`src/rtl/crc_pkg.sv`:
```
// shared constants for the checksum engine and its cpu-side partner
// assumes one clock, synchronous active-high reset
package crc_pkg;
    // register offsets in special function space
    localparam logic [7:0] ctrl_addr     = 8'h84;
    localparam logic [7:0] in_addr       = 8'h85;
    localparam logic [7:0] data_addr     = 8'h86;
    localparam logic [7:0] count_addr    = 8'h9a;
    localparam logic [7:0] reverse_addr  = 8'h9c;
    localparam logic [7:0] auto_addr     = 8'h9e;
    // control register fields
    localparam int ctrl_init_bit  = 3;
    localparam int ctrl_seed_bit  = 2;
    localparam int ctrl_ptr_bit   = 0;
    // automatic control fields
    localparam int auto_en_bit    = 7;
    localparam logic [6:0] auto_page_mask = 7'h7f;
    // generator and seeds
    localparam logic [15:0] crc_poly  = 16'h1021;
    localparam logic [15:0] seed_zero = 16'h0000;
    localparam logic [15:0] seed_ones = 16'hffff;
    localparam logic [7:0]  reset_byte = 8'h00;
    // bytes per flash block
    localparam int block_bytes = 256;
endpackage

```
`src/rtl/crc_sfr_if.sv`:
```
// special function register link between cpu side and checksum engine
// assumes both ends share mclk
`timescale 1ns/1ps
`default_nettype none
interface crc_sfr_if;
    logic [7:0]  addr;
    logic [7:0]  wdata;
    logic        wr;
    logic        rd;
    logic [7:0]  rdata;
    logic        stall;
    logic [15:0] flash_addr;
    logic        flash_rd;
    logic [7:0]  flash_data;
    modport engine (input addr, wdata, wr, rd, flash_data,
                    output rdata, stall, flash_addr, flash_rd);
    modport cpu    (output addr, wdata, wr, rd, flash_data,
                    input rdata, stall, flash_addr, flash_rd);
endinterface
`default_nettype wire

```
`src/rtl/crc_engine.sv`:
```
// checksum engine: byte-fed or flash-scanning 16-bit crc with sfr access
// assumes cpu drives sfr strobes on mclk, flash answers the cycle after
//
// What this block does
// polynomial 0x1021 for every byte
// seed is all zeros or all ones
// seed select bit picks starting value
// writing initialise bit loads selected seed
// software feeds message bytes in order
// each input byte folded in automatically unless it leaves the queue in an init or data write cycle
// automatic mode over 256-byte flash blocks
// software writes start page first
// software sets auto enable first
// software writes block count first
// any control write starts pass when enabled and block count is nonzero
// cpu stalled until all blocks done
// software clears auto enable afterward
// 16-bit result read bytewise
// byte pointer advances on each data access
// result holds until init, overwrite, input byte or flash scan
// flash fetched ascending from page start
`timescale 1ns/1ps
`default_nettype none
module crc_engine #(
    parameter int fifo_depth = 8
) (
    input  wire logic mclk,
    input  wire logic rst,
    crc_sfr_if.engine bus
);
    typedef enum logic [1:0] {idle, fetch, fold, last} scan_t;
    // ------------------------------------------------------------
    // byte fold function
    // ------------------------------------------------------------
    function automatic logic [15:0] crc_byte(input logic [15:0] c,
                                             input logic [7:0] d);
        logic [15:0] r;
        r = c ^ {d, 8'h00};
        for (int i = 0; i < 8; i++) begin
            r = r[15] ? ((r << 1) ^ crc_pkg::crc_poly) : (r << 1);
        end
        return r;
    endfunction
    // ------------------------------------------------------------
    // registers
    // ------------------------------------------------------------
    logic [15:0] result_r;
    logic        seed_select_r;
    logic        result_byte_pointer_r;
    logic [7:0]  auto_control_r;
    logic [7:0]  block_count_r;
    logic [7:0]  bit_reverse_r;
    logic [7:0]  rdata_r;
    logic        stall_r;
    logic [15:0] faddr_r;
    logic        frd_r;
    logic [7:0]  blocks_left_r;
    scan_t       state_r;
    // strobe decode
    wire wr_ctrl  = bus.wr && bus.addr == crc_pkg::ctrl_addr;
    wire wr_in    = bus.wr && bus.addr == crc_pkg::in_addr;
    wire wr_data  = bus.wr && bus.addr == crc_pkg::data_addr;
    wire rd_data  = bus.rd && bus.addr == crc_pkg::data_addr;
    wire auto_en  = auto_control_r[crc_pkg::auto_en_bit];
    wire init_hit = wr_ctrl && bus.wdata[crc_pkg::ctrl_init_bit];
    wire new_seed = bus.wdata[crc_pkg::ctrl_seed_bit];
    wire [15:0] seed_val = new_seed ? crc_pkg::seed_ones
                                    : crc_pkg::seed_zero;
    wire start_scan = wr_ctrl && auto_en && state_r == idle;
    wire [7:0] ptr_byte = result_byte_pointer_r ? result_r[15:8]
                                                : result_r[7:0];
    // manual bytes queue ahead of the folder
    logic [7:0] q_data;
    logic       q_valid;
    wire        fold_manual = q_valid && state_r == idle;
    // the cpu is held during scans and folding drains one byte per
    // cycle, so the queue cannot fill and its ready is not needed
    byte_fifo #(.width(8), .depth(fifo_depth)) in_q (
        .mclk      (mclk),
        .rst       (rst),
        .in_data   (bus.wdata),
        .in_valid  (wr_in),
        .in_ready  (),
        .out_data  (q_data),
        .out_valid (q_valid),
        .out_ready (fold_manual)
    );
    // readback mux
    wire [7:0] rd_mux =
        bus.addr == crc_pkg::ctrl_addr ?
            {4'h0, 1'b0, seed_select_r, 1'b0, result_byte_pointer_r} :
        bus.addr == crc_pkg::data_addr    ? ptr_byte :
        bus.addr == crc_pkg::count_addr   ? block_count_r :
        bus.addr == crc_pkg::reverse_addr ? bit_reverse_r :
        bus.addr == crc_pkg::auto_addr    ? auto_control_r :
        crc_pkg::reset_byte;
    // bit-reverse register mirrors input reversed on read
    logic [7:0] rev_in;
    always_comb begin
        for (int i = 0; i < 8; i++) rev_in[i] = bus.wdata[7-i];
    end
    // ------------------------------------------------------------
    // register writes and read data
    // ------------------------------------------------------------
    always_ff @(posedge mclk) begin
        if (rst) begin
            seed_select_r         <= 1'b0;
            result_byte_pointer_r <= 1'b0;
            auto_control_r        <= 8'h00;
            block_count_r         <= 8'h00;
            bit_reverse_r         <= 8'h00;
            rdata_r               <= 8'h00;
        end else begin
            rdata_r <= bus.rd ? rd_mux : 8'h00;
            if (wr_ctrl) begin
                seed_select_r         <= new_seed;
                result_byte_pointer_r <= bus.wdata[crc_pkg::ctrl_ptr_bit];
            end else if (wr_data || rd_data) begin
                result_byte_pointer_r <= ~result_byte_pointer_r;
            end
            if (bus.wr && bus.addr == crc_pkg::auto_addr)
                auto_control_r <= bus.wdata;
            if (bus.wr && bus.addr == crc_pkg::count_addr)
                block_count_r <= bus.wdata;
            if (bus.wr && bus.addr == crc_pkg::reverse_addr)
                bit_reverse_r <= rev_in;
        end
    end
    // ------------------------------------------------------------
    // result register
    // ------------------------------------------------------------
    always_ff @(posedge mclk) begin
        if (rst) begin
            result_r <= crc_pkg::seed_zero;
        end else if (init_hit) begin
            result_r <= seed_val;
        end else if (wr_data) begin
            if (result_byte_pointer_r) result_r[15:8] <= bus.wdata;
            else result_r[7:0] <= bus.wdata;
        end else if (state_r == fold || state_r == last) begin
            result_r <= crc_byte(result_r, bus.flash_data);
        end else if (fold_manual) begin
            result_r <= crc_byte(result_r, q_data);
        end
        // otherwise held
    end
    // ------------------------------------------------------------
    // automatic flash scan
    // ------------------------------------------------------------
    wire block_end = faddr_r[7:0] == 8'hff;
    wire scan_done = block_end && blocks_left_r <= 8'd1;
    always_ff @(posedge mclk) begin
        if (rst) begin
            state_r       <= idle;
            stall_r       <= 1'b0;
            faddr_r       <= 16'h0000;
            frd_r         <= 1'b0;
            blocks_left_r <= 8'h00;
        end else begin
            case (state_r)
                idle: begin
                    if (start_scan && block_count_r != 8'h00) begin
                        state_r       <= fetch;
                        stall_r       <= 1'b1;
                        faddr_r       <= {1'b0,
                            auto_control_r[6:0] & crc_pkg::auto_page_mask,
                            8'h00};
                        frd_r         <= 1'b1;
                        blocks_left_r <= block_count_r;
                    end
                end
                fetch: begin
                    frd_r   <= 1'b0;
                    state_r <= scan_done ? last : fold;
                end
                fold: begin
                    if (block_end) blocks_left_r <= blocks_left_r - 8'd1;
                    faddr_r <= faddr_r + 16'd1;
                    frd_r   <= 1'b1;
                    state_r <= fetch;
                end
                last: begin
                    stall_r <= 1'b0;
                    state_r <= idle;
                end
                default: state_r <= idle;
            endcase
        end
    end
    assign bus.rdata      = rdata_r;
    assign bus.stall      = stall_r;
    assign bus.flash_addr = faddr_r;
    assign bus.flash_rd   = frd_r;
endmodule
`default_nettype wire

```
`src/rtl/byte_fifo.sv`:
```
// small valid/ready fifo for bytes headed to the engine
// assumes single clock, synchronous reset
`timescale 1ns/1ps
`default_nettype none
module byte_fifo #(
    parameter int width = 8,
    parameter int depth = 8
) (
    input  wire logic             mclk,
    input  wire logic             rst,
    input  wire logic [width-1:0] in_data,
    input  wire logic             in_valid,
    output logic                  in_ready,
    output logic      [width-1:0] out_data,
    output logic                  out_valid,
    input  wire logic             out_ready
);
    localparam int aw = $clog2(depth);
    logic [width-1:0] mem [depth];
    logic [aw:0]      wp_r;
    logic [aw:0]      rp_r;
    wire push = in_valid && in_ready;
    wire pop  = out_valid && out_ready;
    assign in_ready  = (wp_r - rp_r) != (aw+1)'(depth);
    assign out_valid = wp_r != rp_r;
    assign out_data  = mem[rp_r[aw-1:0]];
    // pointer and storage update
    always_ff @(posedge mclk) begin
        if (rst) begin
            wp_r <= '0;
            rp_r <= '0;
        end else begin
            if (push) wp_r <= wp_r + (aw+1)'(1);
            if (pop) rp_r <= rp_r + (aw+1)'(1);
        end
    end
    always_ff @(posedge mclk) begin
        if (push) mem[wp_r[aw-1:0]] <= in_data;
    end
endmodule
`default_nettype wire

```
`src/flat_wrapper.sv`:
```
// flat-port wrapper written by rule: the top's interface ports become plain ports
module crc_engine_flat 
#(
    parameter int fifo_depth = 8
)
  (mclk, rst, bus_addr, bus_wdata, bus_wr, bus_rd, bus_flash_data, bus_rdata, bus_stall, bus_flash_addr, bus_flash_rd);
  crc_sfr_if bus_i ();
  input  wire logic mclk;
  input  wire logic rst;
  input wire logic [$bits(bus_i.addr)-1:0] bus_addr;
  input wire logic [$bits(bus_i.wdata)-1:0] bus_wdata;
  input wire logic [$bits(bus_i.wr)-1:0] bus_wr;
  input wire logic [$bits(bus_i.rd)-1:0] bus_rd;
  input wire logic [$bits(bus_i.flash_data)-1:0] bus_flash_data;
  output wire logic [$bits(bus_i.rdata)-1:0] bus_rdata;
  output wire logic [$bits(bus_i.stall)-1:0] bus_stall;
  output wire logic [$bits(bus_i.flash_addr)-1:0] bus_flash_addr;
  output wire logic [$bits(bus_i.flash_rd)-1:0] bus_flash_rd;
  assign bus_i.addr = bus_addr;
  assign bus_i.wdata = bus_wdata;
  assign bus_i.wr = bus_wr;
  assign bus_i.rd = bus_rd;
  assign bus_i.flash_data = bus_flash_data;
  assign bus_rdata = bus_i.rdata;
  assign bus_stall = bus_i.stall;
  assign bus_flash_addr = bus_i.flash_addr;
  assign bus_flash_rd = bus_i.flash_rd;
  crc_engine #(.fifo_depth(fifo_depth)) u_core (.mclk(mclk), .rst(rst), .bus(bus_i));
endmodule
```
`config.mk`:
```
export PLATFORM = sky130hd
export DESIGN_NAME = crc_engine_flat
export DESIGN_NICKNAME = d
export VERILOG_FILES = /design/src/rtl/crc_pkg.sv /design/src/rtl/crc_sfr_if.sv /design/src/rtl/crc_engine.sv /design/src/rtl/byte_fifo.sv /design/src/flat_wrapper.sv
export SDC_FILE = /design/constraint.sdc
export NUM_CORES = 1
export LEC_CHECK = 0
export ABC_CLOCK_PERIOD_IN_PS = 3000
export BUFFER_PORTS_ARGS = -buffer_cell sky130_fd_sc_hd__buf_4
export CORE_ASPECT_RATIO = 0.8
export CORE_UTILIZATION = 50
export CTS_BUF_LIST = sky130_fd_sc_hd__clkbuf_8 sky130_fd_sc_hd__clkbuf_16
export DETAILED_ROUTE_END_ITERATION = 10
export HOLD_SLACK_MARGIN = 0.15
export MAX_ROUTING_LAYER = met4
export PLACE_DENSITY = 0.7
export SLEW_MARGIN = 40
export SYNTH_ARGS = -nofsm -noshare
export SYNTH_HDL_FRONTEND = slang
export SYNTH_SLANG_ARGS = --single-unit
```
`constraint.sdc`:
```
create_clock -name mclk -period 3 [get_ports mclk]
set_input_delay 0.3 -clock mclk [delete_from_list [all_inputs] [get_ports mclk]]
set_output_delay 0.3 -clock mclk [all_outputs]
set_load 0.02 [all_outputs]
```
==> impl_results.md <==
* Status: complete, but fails checks
* Failing checks: design-rule violations
* Ys Warns at 0
* Final WS setup at between 400 and 500 ps
* Post-cts repair resize count at 0
* Multi-input gate area at approximately 3600 um^2
* Peak supply drop at 490 uV
* RR Startpoint: u_core.in_q.wp_r[1]
* Sequential fraction of the synthesis area at 49.2%
* CP required at between 3000 and 4000 ps
* Die area at around 16000 um^2
* Insertion delay to the later sink of the worst-skew pair at 430 ps
* Post-route setup TNS at 0 ps
* Final instance area at 8700 um^2
* Vias per std cell at 6.16
* Global-route wire length before repair at between 30 and 40 mm
* Largest net degree at the start of global routing at 42
* Synth async-reset ratio at 0%
* WHS Endpoint: u_core.in_q.mem[1][0]
* Critical path arrival at 2650 ps
* Netlist cell types at 67
* Minimum hold slack at 211 ps
* Reg2reg end: u_core.in_q.mem[6][6]
* Cell Rows at 39
* PwrDens at ~700 nW/um^2
* DRT antenna net count at 0
* Routability Congestion at 0.937
* Die W at 139 um
* Crit start category: flip-flop
* Die span in y at 112 um
* CTS tree: built
* Fin. max-slew vios at 0
* Final setup viols at 0
* Minimum clock period at about 2500 ps
* Final hold vios at 0
* Syn-to-layout area delta at 15.5%
* Fillcell total at 1182
* RSZ-0062 raised after global routing: false
* Syn Inst Count at 748
* # IOs at 54
* MaxCap Viol Count at 0
* Root Buffer: clkbuf_16
* Placed Area at about 8200 um^2
* Post-synth net total at 784
* Min-Delay Path Class: input port to flip-flop
* Skew final at between 10 and 15 ps
* Design Power at approximately 6 mW
* DR WL/cell at 20.2 um
* TritonCTS buffer count at 17
* Worst setup path class: flip-flop to flip-flop
* Nets at 841
* Clock Pin Slew Worst Setup and Hold Paths at 60 ps
* # clock sinks at 153
* DR vias at approximately 6200
* Final wirelength at 20.2 mm
* Gr ovfl total at 0
* R2R Setup Slk at about 480 ps
* 1st-pass router iterations at 11
* CP Max Fanout at 10
* Htree depth at 4
* Predominant post-synthesis flop cell: dfxtp_1
* Endpoint class of the critical path: flip-flop
* Max_slew headroom at 52.5%
* Antenna violations before repair at 0
* Hold path cells at 1
* Share of layout cells above drive strength 1 at 16.4%
* Ant diodes at 0
* Hpwl dp at around 15 mm
* Starting DRT DRC Count at around 600
* Setup repair bufs after CTS at 0
* Hold path startpoint: bus_wdata[0]
* PortBufs at 53
* Initial core utilization at 52.0%
* DRC errors left at 3
* Worst slack, placed at 374 ps
* FF+latch count, synth at 153
* Register Area at 3700 um^2
* Vias in the first global route at 5880
* Post-cts hold buffer count at 0
* Syn Area/Cell at 10.1 um^2
* GRT Total Usage at 27.9%
* Fmax at around 400 MHz
* Core area at 14500 um^2
* Static Leak at just over 3 nW
* Synthesized cell area at 7530 um^2
* CTS max path bufs at 2
* Period utilisation layout at 84.1%
* R2r worst-path depth at 7
* Worst-margin pin slew at 705 ps
* Post-synth EDFFs at 64
-- through the flow --
stage | std cells | utilization (%)
after floorplan | 748 | -
after global placement | 970 | 56.6
after detailed placement | 970 | 56.6
after CTS | 1001 | 60.0
after global routing | 1001 | 60.0
final | 1001 | 60.0
-- placed cells by master (no fill, tap or decap), types with 5 or more instances in the layout --
cell,count
edfxtp_1,64
inv_1,16
clkbuf_16,17
nand2b_1,10
a21oi_1,73
dfxtp_1,89
clkinv_1,6
xor2_1,15
nor2_1,62
buf_4,84
o21ai_0,33
or4_1,5
a221oi_1,12
ha_1,8
a211oi_1,6
mux2i_1,31
nand2_1,76
xnor2_1,28
mux4_2,13
nor4_1,6
nor3_1,17
nand3_1,46
-- Yosys cell counts (all sizes together) (15+ instances only) --
cell type   n  area share [%]
dfxtp      89              24
nand2      76             3.8
a21oi      73             4.9
edfxtp     64              26
nor2       62             3.1
nand3      46             3.1
clkbuf     37             1.9
o21ai      33             2.2
mux2i      31             4.1
xnor2      28             3.3
nor3       17             1.1
xor2       15             1.7
-- logic make-up after synthesis --
| group | after synthesis | synth area share, % |
|---|---|---|
| AOI/OAI and AO/OA | 175 | 14.8 |
| xor gates and xnor gates | 48 | 6.51 |
| adders and majority gates | 8 | 1.33 |
| buffers and inverters | 61 | 3.49 |
| DFF | 153 | 49.2 |
| muxes | 45 | 8.16 |
| and+or+nand+nor | 258 | 16.6 |
-- registers in the layout, summed over array words and instances, names as in the netlist, named ones only --
name	count
u_core.blocks_left_r	8
u_core.bus.flash_rd	1
u_core.in_q.wp_r	4
u_core.result_r	16
u_core.block_count_r	8
u_core.seed_select_r	1
u_core.auto_control_r	8
u_core.result_byte_pointer_r	1
u_core.in_q.mem	64
u_core.bus.stall	1
u_core.bit_reverse_r	8
u_core.bus.flash_addr	16
u_core.bus.rdata	8
u_core.state_r	2
u_core.in_q.rp_r	4
-- metal layers --
layer  global-route usage (%)  share of wire [%]  vias up
li1                         -                  -     2865
met1                     39.9                 46     2987
met2                     39.2                 44      285
met3                     6.62                9.2       25
met4                     7.63                1.5        0
met5                        -                  0        -
-- worst max-delay path: stages (launching register included) --
cell and delay [ps]:
dfxtp_1 490, ha_1 310, nor2b_1 150, o211a_1 200, o211ai_1 360, nand3_1 250
nor3b_1 250, buf_4 220
-- area by class of cell --
cell class,count,area share [%]
clock buffers,17,4.89
clock inverters,14,0.806
inverters,14,0.604
multi-input cells,534,41.0
flip-flops and latches,153,42.6
well taps,184,2.65
repair buffers,85,7.48
-- worst max path at each step --
| stage | slack, ps | cells past startpoint | startpoint | endpoint |
|---|---|---|---|---|
| global placement | 440 | 7 | bus_addr[6] | u_core.result_r[14] |
| detailed placement | 370 | 7 | bus_addr[6] | u_core.result_r[14] |
| global route | 370 | 7 | u_core.in_q.wp_r[1] | u_core.in_q.mem[6][7] |
| floorplan | 350 | 6 | u_core.in_q.wp_r[1] | u_core.in_q.mem[6][0] |
| finish | 480 | 7 | u_core.in_q.wp_r[1] | u_core.in_q.mem[6][6] |
| CTS | 500 | 8 | flip-flop | u_core.result_r[14] |
-- power by group --
| group | total (mW) | switching (mW) | internal, mW |
|---|---|---|---|
| registers | 2.43 | 0.153 | 2.28 |
| logic | 1.81 | 0.947 | 0.868 |
| clock network | 1.83 | 0.813 | 1.02 |
Note: power is estimated with default switching activity, not from simulation.
